## src/hw/nfr_pkg.sv

```systemverilog
// Package: register map, field layout and mode types of the NAND register slice
package nfr_pkg;

	// ==========================================================
	// Register map (byte addresses)
	localparam logic [31:0] STATUS_OFF   = 32'h400e0008;
	localparam logic [31:0] IRQ_EN_OFF   = 32'h400e000c;
	localparam logic [31:0] IRQ_DIS_OFF  = 32'h400e0010;
	localparam logic [31:0] IRQ_MASK_OFF = 32'h400e0014;
	localparam logic [31:0] ADDR0_OFF    = 32'h400e0018;
	localparam logic [31:0] BANK_OFF     = 32'h400e001c;
	localparam logic [31:0] PCTRL_OFF    = 32'h400e0020;
	localparam logic [31:0] PMODE_OFF    = 32'h400e0024;

	// ==========================================================
	// Interrupt source bit positions
	localparam int RISE_BIT    = 4;
	localparam int FALL_BIT    = 5;
	localparam int XFER_BIT    = 16;
	localparam int CMD_BIT     = 17;
	localparam int DTO_BIT     = 20;
	localparam int UNMAP_BIT   = 21;
	localparam int BUSY_BIT    = 22;
	localparam int SIZE_BIT    = 23;
	localparam int LEDGE_BIT   = 24;
	localparam int NUM_SRC     = 9;
	localparam logic [31:0] SRC_MASK = 32'h01f30030;

	// ==========================================================
	// Field layout and reset values
	localparam int PAR_CLR_BIT   = 0;
	localparam int SOFT_RST_BIT  = 1;
	localparam int PS_LSB        = 0;
	localparam int CT_LSB        = 4;
	localparam int BANK_W        = 3;
	localparam logic [31:0] ZERO32 = 32'h0000_0000;
	localparam logic [7:0]  ADDR0_RST = 8'h00;

	typedef enum logic [1:0] {
		PS_512_16  = 2'h0,
		PS_1024_32 = 2'h1,
		PS_2048_64 = 2'h2,
		PS_4096_128 = 2'h3
	} nfr_page_t;

	typedef enum logic [1:0] {
		CT_PAGE = 2'h0,
		CT_256  = 2'h1,
		CT_512  = 2'h2,
		CT_RSVD = 2'h3
	} nfr_corr_t;

	typedef struct packed {
		logic [31:0] addr;
		logic [31:0] wdata;
		logic        wr;
		logic        rd;
	} nfr_bus_t;

	typedef struct packed {
		nfr_page_t   page_size_sel;
		nfr_corr_t   correction_type;
		logic [12:0] main_bytes;
		logic [7:0]  spare_bytes;
		logic [9:0]  corr_span;
	} nfr_ecc_cfg_t;

	// Event inputs in source order: rise, fall, xfer, cmd, dto, unmap, busy, size, ledge
	localparam int SRC_POS [NUM_SRC] = '{4, 5, 16, 17, 20, 21, 22, 23, 24};

	localparam logic [12:0] MAIN_512  = 13'h0200;
	localparam logic [12:0] MAIN_1024 = 13'h0400;
	localparam logic [12:0] MAIN_2048 = 13'h0800;
	localparam logic [12:0] MAIN_4096 = 13'h1000;
	localparam logic [7:0]  SPARE_16  = 8'h10;
	localparam logic [7:0]  SPARE_32  = 8'h20;
	localparam logic [7:0]  SPARE_64  = 8'h40;
	localparam logic [7:0]  SPARE_128 = 8'h80;
	localparam logic [9:0]  SPAN_256  = 10'h100;
	localparam logic [9:0]  SPAN_512  = 10'h200;
	localparam logic [9:0]  SPAN_PAGE = 10'h000;

endpackage

```

## src/hw/nfr_ecc_decode.sv

```systemverilog
// ECC mode decoder: page geometry and correction span
`timescale 1ns/1ps
module nfr_ecc_decode (
	input  nfr_pkg::nfr_page_t    page_sel,
	input  nfr_pkg::nfr_corr_t    corr_sel,
	output nfr_pkg::nfr_ecc_cfg_t cfg
);
	import nfr_pkg::*;

	always_comb begin
		cfg = '0;
		cfg.page_size_sel   = page_sel;
		cfg.correction_type = corr_sel;
		case (page_sel)
			PS_512_16: begin
				cfg.main_bytes  = MAIN_512;
				cfg.spare_bytes = SPARE_16;
			end
			PS_1024_32: begin
				cfg.main_bytes  = MAIN_1024;
				cfg.spare_bytes = SPARE_32;
			end
			PS_2048_64: begin
				cfg.main_bytes  = MAIN_2048;
				cfg.spare_bytes = SPARE_64;
			end
			default: begin
				cfg.main_bytes  = MAIN_4096;
				cfg.spare_bytes = SPARE_128;
			end
		endcase
		case (corr_sel)
			CT_256:  cfg.corr_span = SPAN_256;
			CT_512:  cfg.corr_span = SPAN_512;
			default: cfg.corr_span = SPAN_PAGE;
		endcase
	end

endmodule

```

## src/hw/nfr_event_flag.sv

```systemverilog
// Sticky event flag, set by hardware, cleared by status read
`timescale 1ns/1ps
module nfr_event_flag (
	input  wire logic clk,
	input  wire logic rst_n,
	input  wire logic set_evt,
	input  wire logic clr_rd,
	input  wire logic clr_sw,
	output logic      flag_q
);
	// Set wins over a clear in the same cycle
	always_ff @(posedge clk or negedge rst_n) begin
		if (!rst_n) begin
			flag_q <= 1'b0;
		end else if (set_evt) begin
			flag_q <= 1'b1;
		end else if (clr_rd || clr_sw) begin
			flag_q <= 1'b0;
		end
	end

	a_set_wins: assert property (@(posedge clk) disable iff (!rst_n)
		set_evt |=> flag_q)
		else $error("event flag lost on set");

endmodule

```

## src/hw/nfr_regs.sv

```systemverilog
// NAND controller register slice: interrupt mask, address byte, bank, ECC control and mode
//
// Contract
// [RULE1] Writing one to a bit of irq_disable_reg turns that source off; zeros change nothing.
// [RULE2] irq_mask_status reads one per enabled source and zero otherwise, resetting to zero.
// [RULE3] Ready rising edge sits at bit 4, falling edge at bit 5, line edge at bit 24.
// [RULE4] Transfer complete sits at bit 16 and command complete at bit 17.
// [RULE5] Timeout bit 20, unmapped area bit 21, access while busy bit 22, size error bit 23.
// [RULE6] The line edge source has a mask bit reading one when enabled and zero when disabled.
// [RULE7] address_cycle_zero holds a read/write byte, reset zero, sent first with five cycles.
// [RULE8] nand_bank_select holds a read/write bank number, reset zero, used as the target bank.
// [RULE9] Writing one to bit 0 of parity_control clears all parity registers; zero does nothing.
// [RULE10] Writing one to bit 1 of parity_control resets all ECC registers; zero does nothing.
// [RULE11] Page size field 1:0 decodes 0..3 to 512+16, 1024+32, 2048+64 and 4096+128 bytes.
// [RULE12] Correction type 0 whole page, 1 per 256 bytes, 2 per 512 bytes (both 8-bit only).
// [RULE13] Each event flag clears when software reads controller_status_reg; a flag whose event arrives in the same cycle as the read stays set.
// [RULE14] Writing one to a bit of irq_enable_reg turns that source on; zeros change nothing.
// [RULE15] The interrupt output is high while any event flag is set with its mask bit one.
`timescale 1ns/1ps
module nfr_regs #(
	parameter int BANK_WIDTH = nfr_pkg::BANK_W
) (
	input  wire logic                  CORE_CLK,
	input  wire logic                  RST_N,
	input  wire logic [31:0]           REG_ADDR,
	input  wire logic [31:0]           REG_WDATA,
	input  wire logic                  REG_WR,
	input  wire logic                  REG_RD,
	output logic      [31:0]           REG_RDATA,
	input  wire logic [nfr_pkg::NUM_SRC-1:0] EVENT_IN,
	output logic                       IRQ,
	output logic      [7:0]            FIRST_ADDRESS_BYTE,
	output logic      [BANK_WIDTH-1:0] BANK_SEL,
	output logic                       PARITY_CLEAR,
	output logic                       ECC_SOFT_RESET,
	output nfr_pkg::nfr_ecc_cfg_t      ECC_CFG
);
	import nfr_pkg::*;

	// ==========================================================
	// Bus capture
	nfr_bus_t bus;
	assign bus = '{addr: REG_ADDR, wdata: REG_WDATA, wr: REG_WR, rd: REG_RD};

	logic wr_en;
	logic wr_dis;
	logic wr_addr0;
	logic wr_bank;
	logic wr_pctrl;
	logic wr_pmode;
	logic rd_status;
	logic soft_rst;

	assign wr_en     = bus.wr && (bus.addr == IRQ_EN_OFF);
	assign wr_dis    = bus.wr && (bus.addr == IRQ_DIS_OFF);
	assign wr_addr0  = bus.wr && (bus.addr == ADDR0_OFF);
	assign wr_bank   = bus.wr && (bus.addr == BANK_OFF);
	assign wr_pctrl  = bus.wr && (bus.addr == PCTRL_OFF);
	assign wr_pmode  = bus.wr && (bus.addr == PMODE_OFF);
	assign rd_status = bus.rd && (bus.addr == STATUS_OFF);
	assign soft_rst  = wr_pctrl && bus.wdata[SOFT_RST_BIT];

	// ==========================================================
	// Interrupt mask: set by enable, cleared by disable
	logic [31:0] mask_q;
	logic [31:0] mask_d;

	always_comb begin
		mask_d = mask_q;
		if (wr_en) begin
			mask_d = mask_d | (bus.wdata & SRC_MASK); // [RULE14]
		end
		if (wr_dis) begin
			mask_d = mask_d & ~(bus.wdata & SRC_MASK); // [RULE1]
		end
	end

	always_ff @(posedge CORE_CLK or negedge RST_N) begin
		if (!RST_N) begin
			mask_q <= ZERO32; // [RULE2]
		end else begin
			mask_q <= mask_d;
		end
	end

	// ==========================================================
	// Event flags, placed at their status bit positions
	logic [31:0] status_w;

	genvar g;
	generate
		for (g = 0; g < NUM_SRC; g++) begin : g_src
			logic flag;
			nfr_event_flag u_flag (
				.clk     (CORE_CLK),
				.rst_n   (RST_N),
				.set_evt (EVENT_IN[g]),
				.clr_rd  (rd_status), // [RULE13]
				.clr_sw  (1'b0),
				.flag_q  (flag)
			);
		end
	endgenerate

	always_comb begin
		status_w = ZERO32;
		status_w[RISE_BIT]  = g_src[0].flag; // [RULE3]
		status_w[FALL_BIT]  = g_src[1].flag; // [RULE3]
		status_w[XFER_BIT]  = g_src[2].flag; // [RULE4]
		status_w[CMD_BIT]   = g_src[3].flag; // [RULE4]
		status_w[DTO_BIT]   = g_src[4].flag; // [RULE5]
		status_w[UNMAP_BIT] = g_src[5].flag; // [RULE5]
		status_w[BUSY_BIT]  = g_src[6].flag; // [RULE5]
		status_w[SIZE_BIT]  = g_src[7].flag; // [RULE5]
		status_w[LEDGE_BIT] = g_src[8].flag; // [RULE6]
	end

	// Level interrupt from any enabled pending flag
	assign IRQ = |(status_w & mask_q); // [RULE15]

	// ==========================================================
	// Address byte and bank
	logic [7:0]            addr0_q;
	logic [BANK_WIDTH-1:0] bank_q;

	always_ff @(posedge CORE_CLK or negedge RST_N) begin
		if (!RST_N) begin
			addr0_q <= ADDR0_RST;
		end else if (wr_addr0) begin
			addr0_q <= bus.wdata[7:0]; // [RULE7]
		end
	end

	always_ff @(posedge CORE_CLK or negedge RST_N) begin
		if (!RST_N) begin
			bank_q <= '0;
		end else if (wr_bank) begin
			bank_q <= bus.wdata[BANK_WIDTH-1:0]; // [RULE8]
		end
	end

	assign FIRST_ADDRESS_BYTE = addr0_q; // [RULE7]
	assign BANK_SEL           = bank_q; // [RULE8]

	// ==========================================================
	// ECC control pulses and mode register
	logic       par_clr_q;
	logic       soft_rst_q;
	nfr_page_t  page_q;
	nfr_corr_t  corr_q;

	always_ff @(posedge CORE_CLK or negedge RST_N) begin
		if (!RST_N) begin
			par_clr_q  <= 1'b0;
			soft_rst_q <= 1'b0;
		end else begin
			// Soft reset also clears parity
			par_clr_q  <= (wr_pctrl && bus.wdata[PAR_CLR_BIT]) || soft_rst; // [RULE9]
			soft_rst_q <= soft_rst; // [RULE10]
		end
	end

	always_ff @(posedge CORE_CLK or negedge RST_N) begin
		if (!RST_N) begin
			page_q <= PS_512_16;
			corr_q <= CT_PAGE;
		end else if (soft_rst) begin
			page_q <= PS_512_16; // [RULE10]
			corr_q <= CT_PAGE;
		end else if (wr_pmode) begin
			page_q <= nfr_page_t'(bus.wdata[PS_LSB+:2]); // [RULE11]
			corr_q <= nfr_corr_t'(bus.wdata[CT_LSB+:2]); // [RULE12]
		end
	end

	assign PARITY_CLEAR   = par_clr_q;
	assign ECC_SOFT_RESET = soft_rst_q;

	nfr_ecc_decode u_dec (
		.page_sel (page_q), // [RULE11]
		.corr_sel (corr_q), // [RULE12]
		.cfg      (ECC_CFG)
	);

	// ==========================================================
	// Read data, one cycle after the strobe
	logic [31:0] rdata_d;
	logic [31:0] rdata_q;

	always_comb begin
		rdata_d = ZERO32;
		if (bus.rd) begin
			case (bus.addr)
				STATUS_OFF:   rdata_d = status_w;
				IRQ_MASK_OFF: rdata_d = mask_q; // [RULE2]
				ADDR0_OFF:    rdata_d = {24'h000000, addr0_q};
				BANK_OFF:     rdata_d = 32'(bank_q);
				PMODE_OFF:    rdata_d = 32'({corr_q, 2'h0, page_q});
				default:      rdata_d = ZERO32;
			endcase
		end
	end

	always_ff @(posedge CORE_CLK or negedge RST_N) begin
		if (!RST_N) begin
			rdata_q <= ZERO32;
		end else begin
			rdata_q <= rdata_d;
		end
	end

	assign REG_RDATA = rdata_q;

	// ==========================================================
	// Checks
	a_disable_clears: assert property (@(posedge CORE_CLK) disable iff (!RST_N) // [RULE1]
		(wr_dis && !wr_en) |=> ((mask_q & $past(bus.wdata)) == ZERO32))
		else $error("disable write left source on");

	a_enable_sets: assert property (@(posedge CORE_CLK) disable iff (!RST_N) // [RULE14]
		(wr_en && !wr_dis) |=> ((mask_q & $past(bus.wdata) & SRC_MASK)
			== ($past(bus.wdata) & SRC_MASK)))
		else $error("enable write missed a source");

	a_mask_holds: assert property (@(posedge CORE_CLK) disable iff (!RST_N) // [RULE2]
		(!wr_en && !wr_dis) |=> $stable(mask_q))
		else $error("mask changed without a write");

	a_mask_readback: assert property (@(posedge CORE_CLK) disable iff (!RST_N) // [RULE2]
		(bus.rd && bus.addr == IRQ_MASK_OFF) |=> (REG_RDATA == $past(mask_q)))
		else $error("mask readback wrong");

	a_status_clear: assert property (@(posedge CORE_CLK) disable iff (!RST_N) // [RULE13]
		(rd_status && EVENT_IN == '0) |=> (status_w == ZERO32))
		else $error("status read did not clear flags");

	a_irq_level: assert property (@(posedge CORE_CLK) disable iff (!RST_N) // [RULE15]
		(EVENT_IN[2] && mask_q[XFER_BIT] && !wr_dis) |=> IRQ)
		else $error("enabled event did not raise interrupt");

	a_addr_write: assert property (@(posedge CORE_CLK) disable iff (!RST_N) // [RULE7]
		wr_addr0 |=> (FIRST_ADDRESS_BYTE == $past(bus.wdata[7:0])))
		else $error("address byte not stored");

	a_bank_write: assert property (@(posedge CORE_CLK) disable iff (!RST_N) // [RULE8]
		wr_bank |=> (BANK_SEL == $past(bus.wdata[BANK_WIDTH-1:0])))
		else $error("bank not stored");

	a_parity_pulse: assert property (@(posedge CORE_CLK) disable iff (!RST_N) // [RULE9]
		(wr_pctrl && bus.wdata[PAR_CLR_BIT]) |=> PARITY_CLEAR)
		else $error("parity clear pulse missing");

	a_parity_idle: assert property (@(posedge CORE_CLK) disable iff (!RST_N) // [RULE9]
		!wr_pctrl |=> (!PARITY_CLEAR && !ECC_SOFT_RESET))
		else $error("ECC control pulse without a write");

	a_parity_zero: assert property (@(posedge CORE_CLK) disable iff (!RST_N) // [RULE9]
		(wr_pctrl && !bus.wdata[PAR_CLR_BIT] && !soft_rst) |=> !PARITY_CLEAR)
		else $error("parity clear on a zero write");

	a_soft_reset: assert property (@(posedge CORE_CLK) disable iff (!RST_N) // [RULE10]
		soft_rst |=> (ECC_SOFT_RESET && page_q == PS_512_16 && corr_q == CT_PAGE))
		else $error("soft reset did not restore mode");

	a_page_decode: assert property (@(posedge CORE_CLK) disable iff (!RST_N) // [RULE11]
		(page_q == PS_2048_64) |-> (ECC_CFG.main_bytes == MAIN_2048
			&& ECC_CFG.spare_bytes == SPARE_64))
		else $error("page size decode wrong");

	a_corr_decode: assert property (@(posedge CORE_CLK) disable iff (!RST_N) // [RULE12]
		(wr_pmode && !soft_rst && bus.wdata[CT_LSB+:2] == CT_256)
			|=> (ECC_CFG.corr_span == SPAN_256))
		else $error("correction span decode wrong");

	a_soft_quiet: assert property (@(posedge CORE_CLK) disable iff (!RST_N) // [RULE10]
		(wr_pctrl && !soft_rst) |=> !ECC_SOFT_RESET)
		else $error("soft reset on a zero write");

	a_mask_sources: assert property (@(posedge CORE_CLK) disable iff (!RST_N) // [RULE3]
		((mask_q & ~SRC_MASK) == ZERO32))
		else $error("mask bit set outside the sources");

	a_edge_enable: assert property (@(posedge CORE_CLK) disable iff (!RST_N) // [RULE6]
		(wr_en && bus.wdata[LEDGE_BIT]) |=> mask_q[LEDGE_BIT])
		else $error("line edge source not enabled");

	a_edge_disable: assert property (@(posedge CORE_CLK) disable iff (!RST_N) // [RULE6]
		(wr_dis && bus.wdata[LEDGE_BIT]) |=> !mask_q[LEDGE_BIT])
		else $error("line edge source not disabled");

	a_cmd_flag: assert property (@(posedge CORE_CLK) disable iff (!RST_N) // [RULE4]
		EVENT_IN[3] |=> status_w[CMD_BIT])
		else $error("command complete flag misplaced");

	a_size_flag: assert property (@(posedge CORE_CLK) disable iff (!RST_N) // [RULE5]
		EVENT_IN[7] |=> status_w[SIZE_BIT])
		else $error("access size flag misplaced");

	a_status_read: assert property (@(posedge CORE_CLK) disable iff (!RST_N) // [RULE13]
		rd_status |=> (REG_RDATA == $past(status_w)))
		else $error("status readback wrong");

	a_irq_cleared: assert property (@(posedge CORE_CLK) disable iff (!RST_N) // [RULE15]
		(rd_status && EVENT_IN == '0) |=> !IRQ)
		else $error("interrupt stayed high after status read");

	a_addr_readback: assert property (@(posedge CORE_CLK) disable iff (!RST_N) // [RULE7]
		(bus.rd && bus.addr == ADDR0_OFF) |=> (REG_RDATA == {24'h000000, $past(addr0_q)}))
		else $error("address byte readback wrong");

	a_bank_readback: assert property (@(posedge CORE_CLK) disable iff (!RST_N) // [RULE8]
		(bus.rd && bus.addr == BANK_OFF) |=> (REG_RDATA[BANK_WIDTH-1:0] == $past(bank_q)))
		else $error("bank readback wrong");

	a_ctrl_writeonly: assert property (@(posedge CORE_CLK) disable iff (!RST_N) // [RULE9]
		(bus.rd && bus.addr == PCTRL_OFF) |=> (REG_RDATA == ZERO32))
		else $error("write-only control read nonzero");

endmodule

```

## config.mk

```make
export PLATFORM = sky130hd
export DESIGN_NAME = nfr_regs
export DESIGN_NICKNAME = d
export VERILOG_FILES = /design/src/hw/nfr_pkg.sv /design/src/hw/nfr_ecc_decode.sv /design/src/hw/nfr_event_flag.sv /design/src/hw/nfr_regs.sv
export SDC_FILE = /design/constraint.sdc
export NUM_CORES = 1
export LEC_CHECK = 0
export BUFFER_PORTS_ARGS = -buffer_cell sky130_fd_sc_hd__clkbuf_2
export CORE_ASPECT_RATIO = 0.75
export CORE_UTILIZATION = 31
export CTS_CLUSTER_DIAMETER = 40
export DETAILED_ROUTE_END_ITERATION = 7
export PLACE_DENSITY = 0.73
export REMOVE_ABC_BUFFERS = 1
export SKIP_LAST_GASP = 1
export SYNTH_ARGS = -nofsm -noshare
export SYNTH_HDL_FRONTEND = slang
export SYNTH_SLANG_ARGS = --single-unit
```

## constraint.sdc

```tcl
create_clock -name CORE_CLK -period 0.87 [get_ports CORE_CLK]
set_input_delay 0.087 -clock CORE_CLK [delete_from_list [all_inputs] [get_ports CORE_CLK]]
set_output_delay 0.087 -clock CORE_CLK [all_outputs]
set_load 0.01 [all_outputs]
```

==> results.json <==
{
  "setup_violations": 80,
  "cts_tree": "yes",
  "arrival_ps": 1420,
  "comb_power_share_pct": 12.6,
  "port_buffers": 102,
  "die_h_microns": 84.3,
  "worstSetupPathType": "reg2out",
  "hp-class": "in2reg",
  "postPlaceCellArea_sq_mm": 0.00376,
  "clkPwrFrac_pct": 46.7,
  "pre_cts_ws_ps": -780,
  "worst-path-max-fanout": 2,
  "grt_pass1_wl_mm": 15.0,
  "synth_edf_count": 0,
  "insertion_delay_ps": 300,
  "drv_cap": 0,
  "syn_to_final_growth_pct": 80.1,
  "finalCriticalPeriod_ps": 1510,
  "antenna_cells": 0,
  "drtAntennaViolNets": 0,
  "grt-ovfl-total": 0,
  "cts_buffer_depth": 2,
  "fin_crit_sh_pct": 173,
  "wl_per_cell_microns": 19.5,
  "clk_pin_slew_ps": 70,
  "htree_levels": 2,
  "power_frac_seq_pct": 40.7,
  "dr_total_vias": 3059,
  "slew_viol_final": 0,
  "ys_warn_count": 0,
  "rsz0062_at_grt": "yes",
  "core_area_sq_mm": 0.00860,
  "avgSynthCellArea_sq_um": 10.6,
  "synthFlopType": "dfrtp_1",
  "dr.first_iter.drc_count": 326,
  "dpl.hpwl_mm": 6.12,
  "syn_inst": 265,
  "floorplan.initialDensity_pct": 32.6,
  "synth_seq_cells": 50,
  "whs_ps": 31.4,
  "netSwitchingFraction_pct": 23.3,
  "drc": 3,
  "finClkSkew_ps": 15.3,
  "ir_drop_mv": 0.778,
  "cp.required_ps": 780,
  "synth_area_leaders": "dfrtp_1, buf_4, a22oi_1",
  "total_power_mw": 5.70,
  "ios": 158,
  "grt_start_max_net_pins": 51,
  "nets": 554,
  "stdcell_area_sq_mm": 0.00505,
  "violations": "design-rule violations, negative setup slack",
  "wirelength_mm": 11.4,
  "synth_seq_area_share_pct": 44.7,
  "first_pass_iters": 8,
  "drive_gt1_share_pct": 59.6,
  "synth_top_cell_area_share_pct": 44.7,
  "grt_pass1_vias": 2929,
  "layout_commonest_cell": "buf_4",
  "ys_types": 47,
  "placed_cells": 529,
  "switching_power_mw": 1.33,
  "hold_viol_final": 0,
  "die_w_microns": 112,
  "power_density_mw_per_mm2": 1130,
  "status": "complete, but fails checks",
  "antenna_found_initial": 0,
  "clock_sinks": 50,
  "internal-power_mw": 4.37,
  "synth_largest_area_cell": "dfrtp_1",
  "cp-end-kind": "output port",
  "layout_common_cells": "buf_4, clkbuf_2, dfrtp_1",
  "async_flop_share_pct": 100,
  "routabilityCongestion": 0.825,
  "fmax_mhz": 664,
  "stdcell_count": 586,
  "cts-root-buf": "clkbuf_16",
  "die_area_sq_mm": 0.00943,
  "mappedNetlistArea_sq_mm": 0.00280,
  "leakage_nw": 2.44,
  "grt_usage_pct": 20.7,
  "cts_made_buffers": 5,
  "rows": 29,
  "worstSetupStartpointType": "register",
  "worst_slack_ps": -637,
  "vias_per_cell": 5.22
}
## power groups by stage
stage | sequential (mW) | combinational [mW] | clock (mW)
2_1_floorplan | 2.37 | 0.157 | 0
3_3_place_gp | 2.37 | 0.487 | 0
3_5_place_dp | 2.37 | 0.493 | 0
4_1_cts | 2.32 | 0.630 | 2.61
5_1_grt | 2.32 | 0.756 | 2.75
6_report | 2.32 | 0.716 | 2.66
## cells in the mapped netlist (2+ instances only)
cell type	count
a21o_1	9
a21oi_1	9
a22o_1	2
a22oi_1	14
a31oi_1	9
and2_1	8
and3_1	5
and4_1	2
buf_2	7
buf_4	43
clkbuf_1	2
dfrtp_1	50
inv_1	7
mux2_1	8
mux2_4	3
nand2_1	12
nand2b_1	2
nand3_1	3
nand4_1	3
nand4_4	2
nor2_1	13
nor2b_1	4
nor3_1	11
nor4_1	4
nor4b_2	4
o22ai_1	6
o2bb2ai_1	2
or4_1	2
## final cells by class
cell class,instances,area (sq um)
tap,108,135
multi-input combinational,194,1640
fill,657,3550
clock buffer,6,139
clock inverter,2,60.1
sequential,50,1250
inverter,7,38.8
timing repair buffer,219,1780
## metrics by stage
stage          util (%)  setup TNS [ps]
4_1_cts            54.2          -22340
2_1_floorplan         -          -28590
6_report           58.7          -24570
3_5_place_dp       43.8          -36770
3_3_place_gp       43.8          -34420
5_1_grt            58.7          -28030
## worst max-delay path, stage by stage (launching register included)
cell and delay (ps):
dfrtp_1 380, a22o_1 260, a221oi_2 210, nand3_1 120, clkbuf_2 150
## what timing repair did
item                       in CTS  in global routing
resized for setup              82                 98
pin swaps                      44                 24
setup endpoints to repair      80                 92
cloned                          2                  0
hold endpoints to repair       66                  0
hold buffers                   17                  0
buffers inserted               21                 14
## routing by layer
| layer | wire length, microns | GRT usage [%] | vias up | part of all wire [%] |
|---|---|---|---|---|
| li1 | - | - | 1312 | - |
| met1 | 4500 | 23.8 | 1483 | 39 |
| met2 | 5340 | 35.2 | 215 | 47 |
| met3 | 1070 | 5.85 | 49 | 9.4 |
| met4 | 529 | 10.6 | 0 | 4.6 |
| met5 | 0 | 0 | - | 0 |
## kinds of logic (layout without fill, tap and decap cells)
group / after synthesis / count (layout) / synth area share [%]
DFF: 50 / 50 / 44.7
and+or+nand+nor: 87 / 88 / 21.6
AOI/OAI and AO/OA: 57 / 57 / 14.8
muxes: 11 / 11 / 4.82
buffers and inverters: 59 / 234 / 14.0
other: 1 / 38 / 0.134
## final timing paths
check	endpoint	startpoint	slack, ps	cells past startpoint
min in group asynchronous	PARITY_CLEAR$_DFF_PN0_	RST_N	310	3
min	FIRST_ADDRESS_BYTE[3]$_DFFE_PN0P_	REG_WDATA[3]	30	2
max in group asynchronous	async pin	RST_N	310	3
max	IRQ	g_src[5].u_flag.flag_q$_DFFE_PN0P_	-640	4
min reg2reg	g_src[7].u_flag.flag_q$_DFFE_PN0P_	g_src[7].u_flag.flag_q$_DFFE_PN0P_	520	1
max reg2reg	REG_RDATA[4]$_DFF_PN0_	corr_q[0]$_DFFE_PN0P_	-300	4
(Power assumes the default switching activity.)
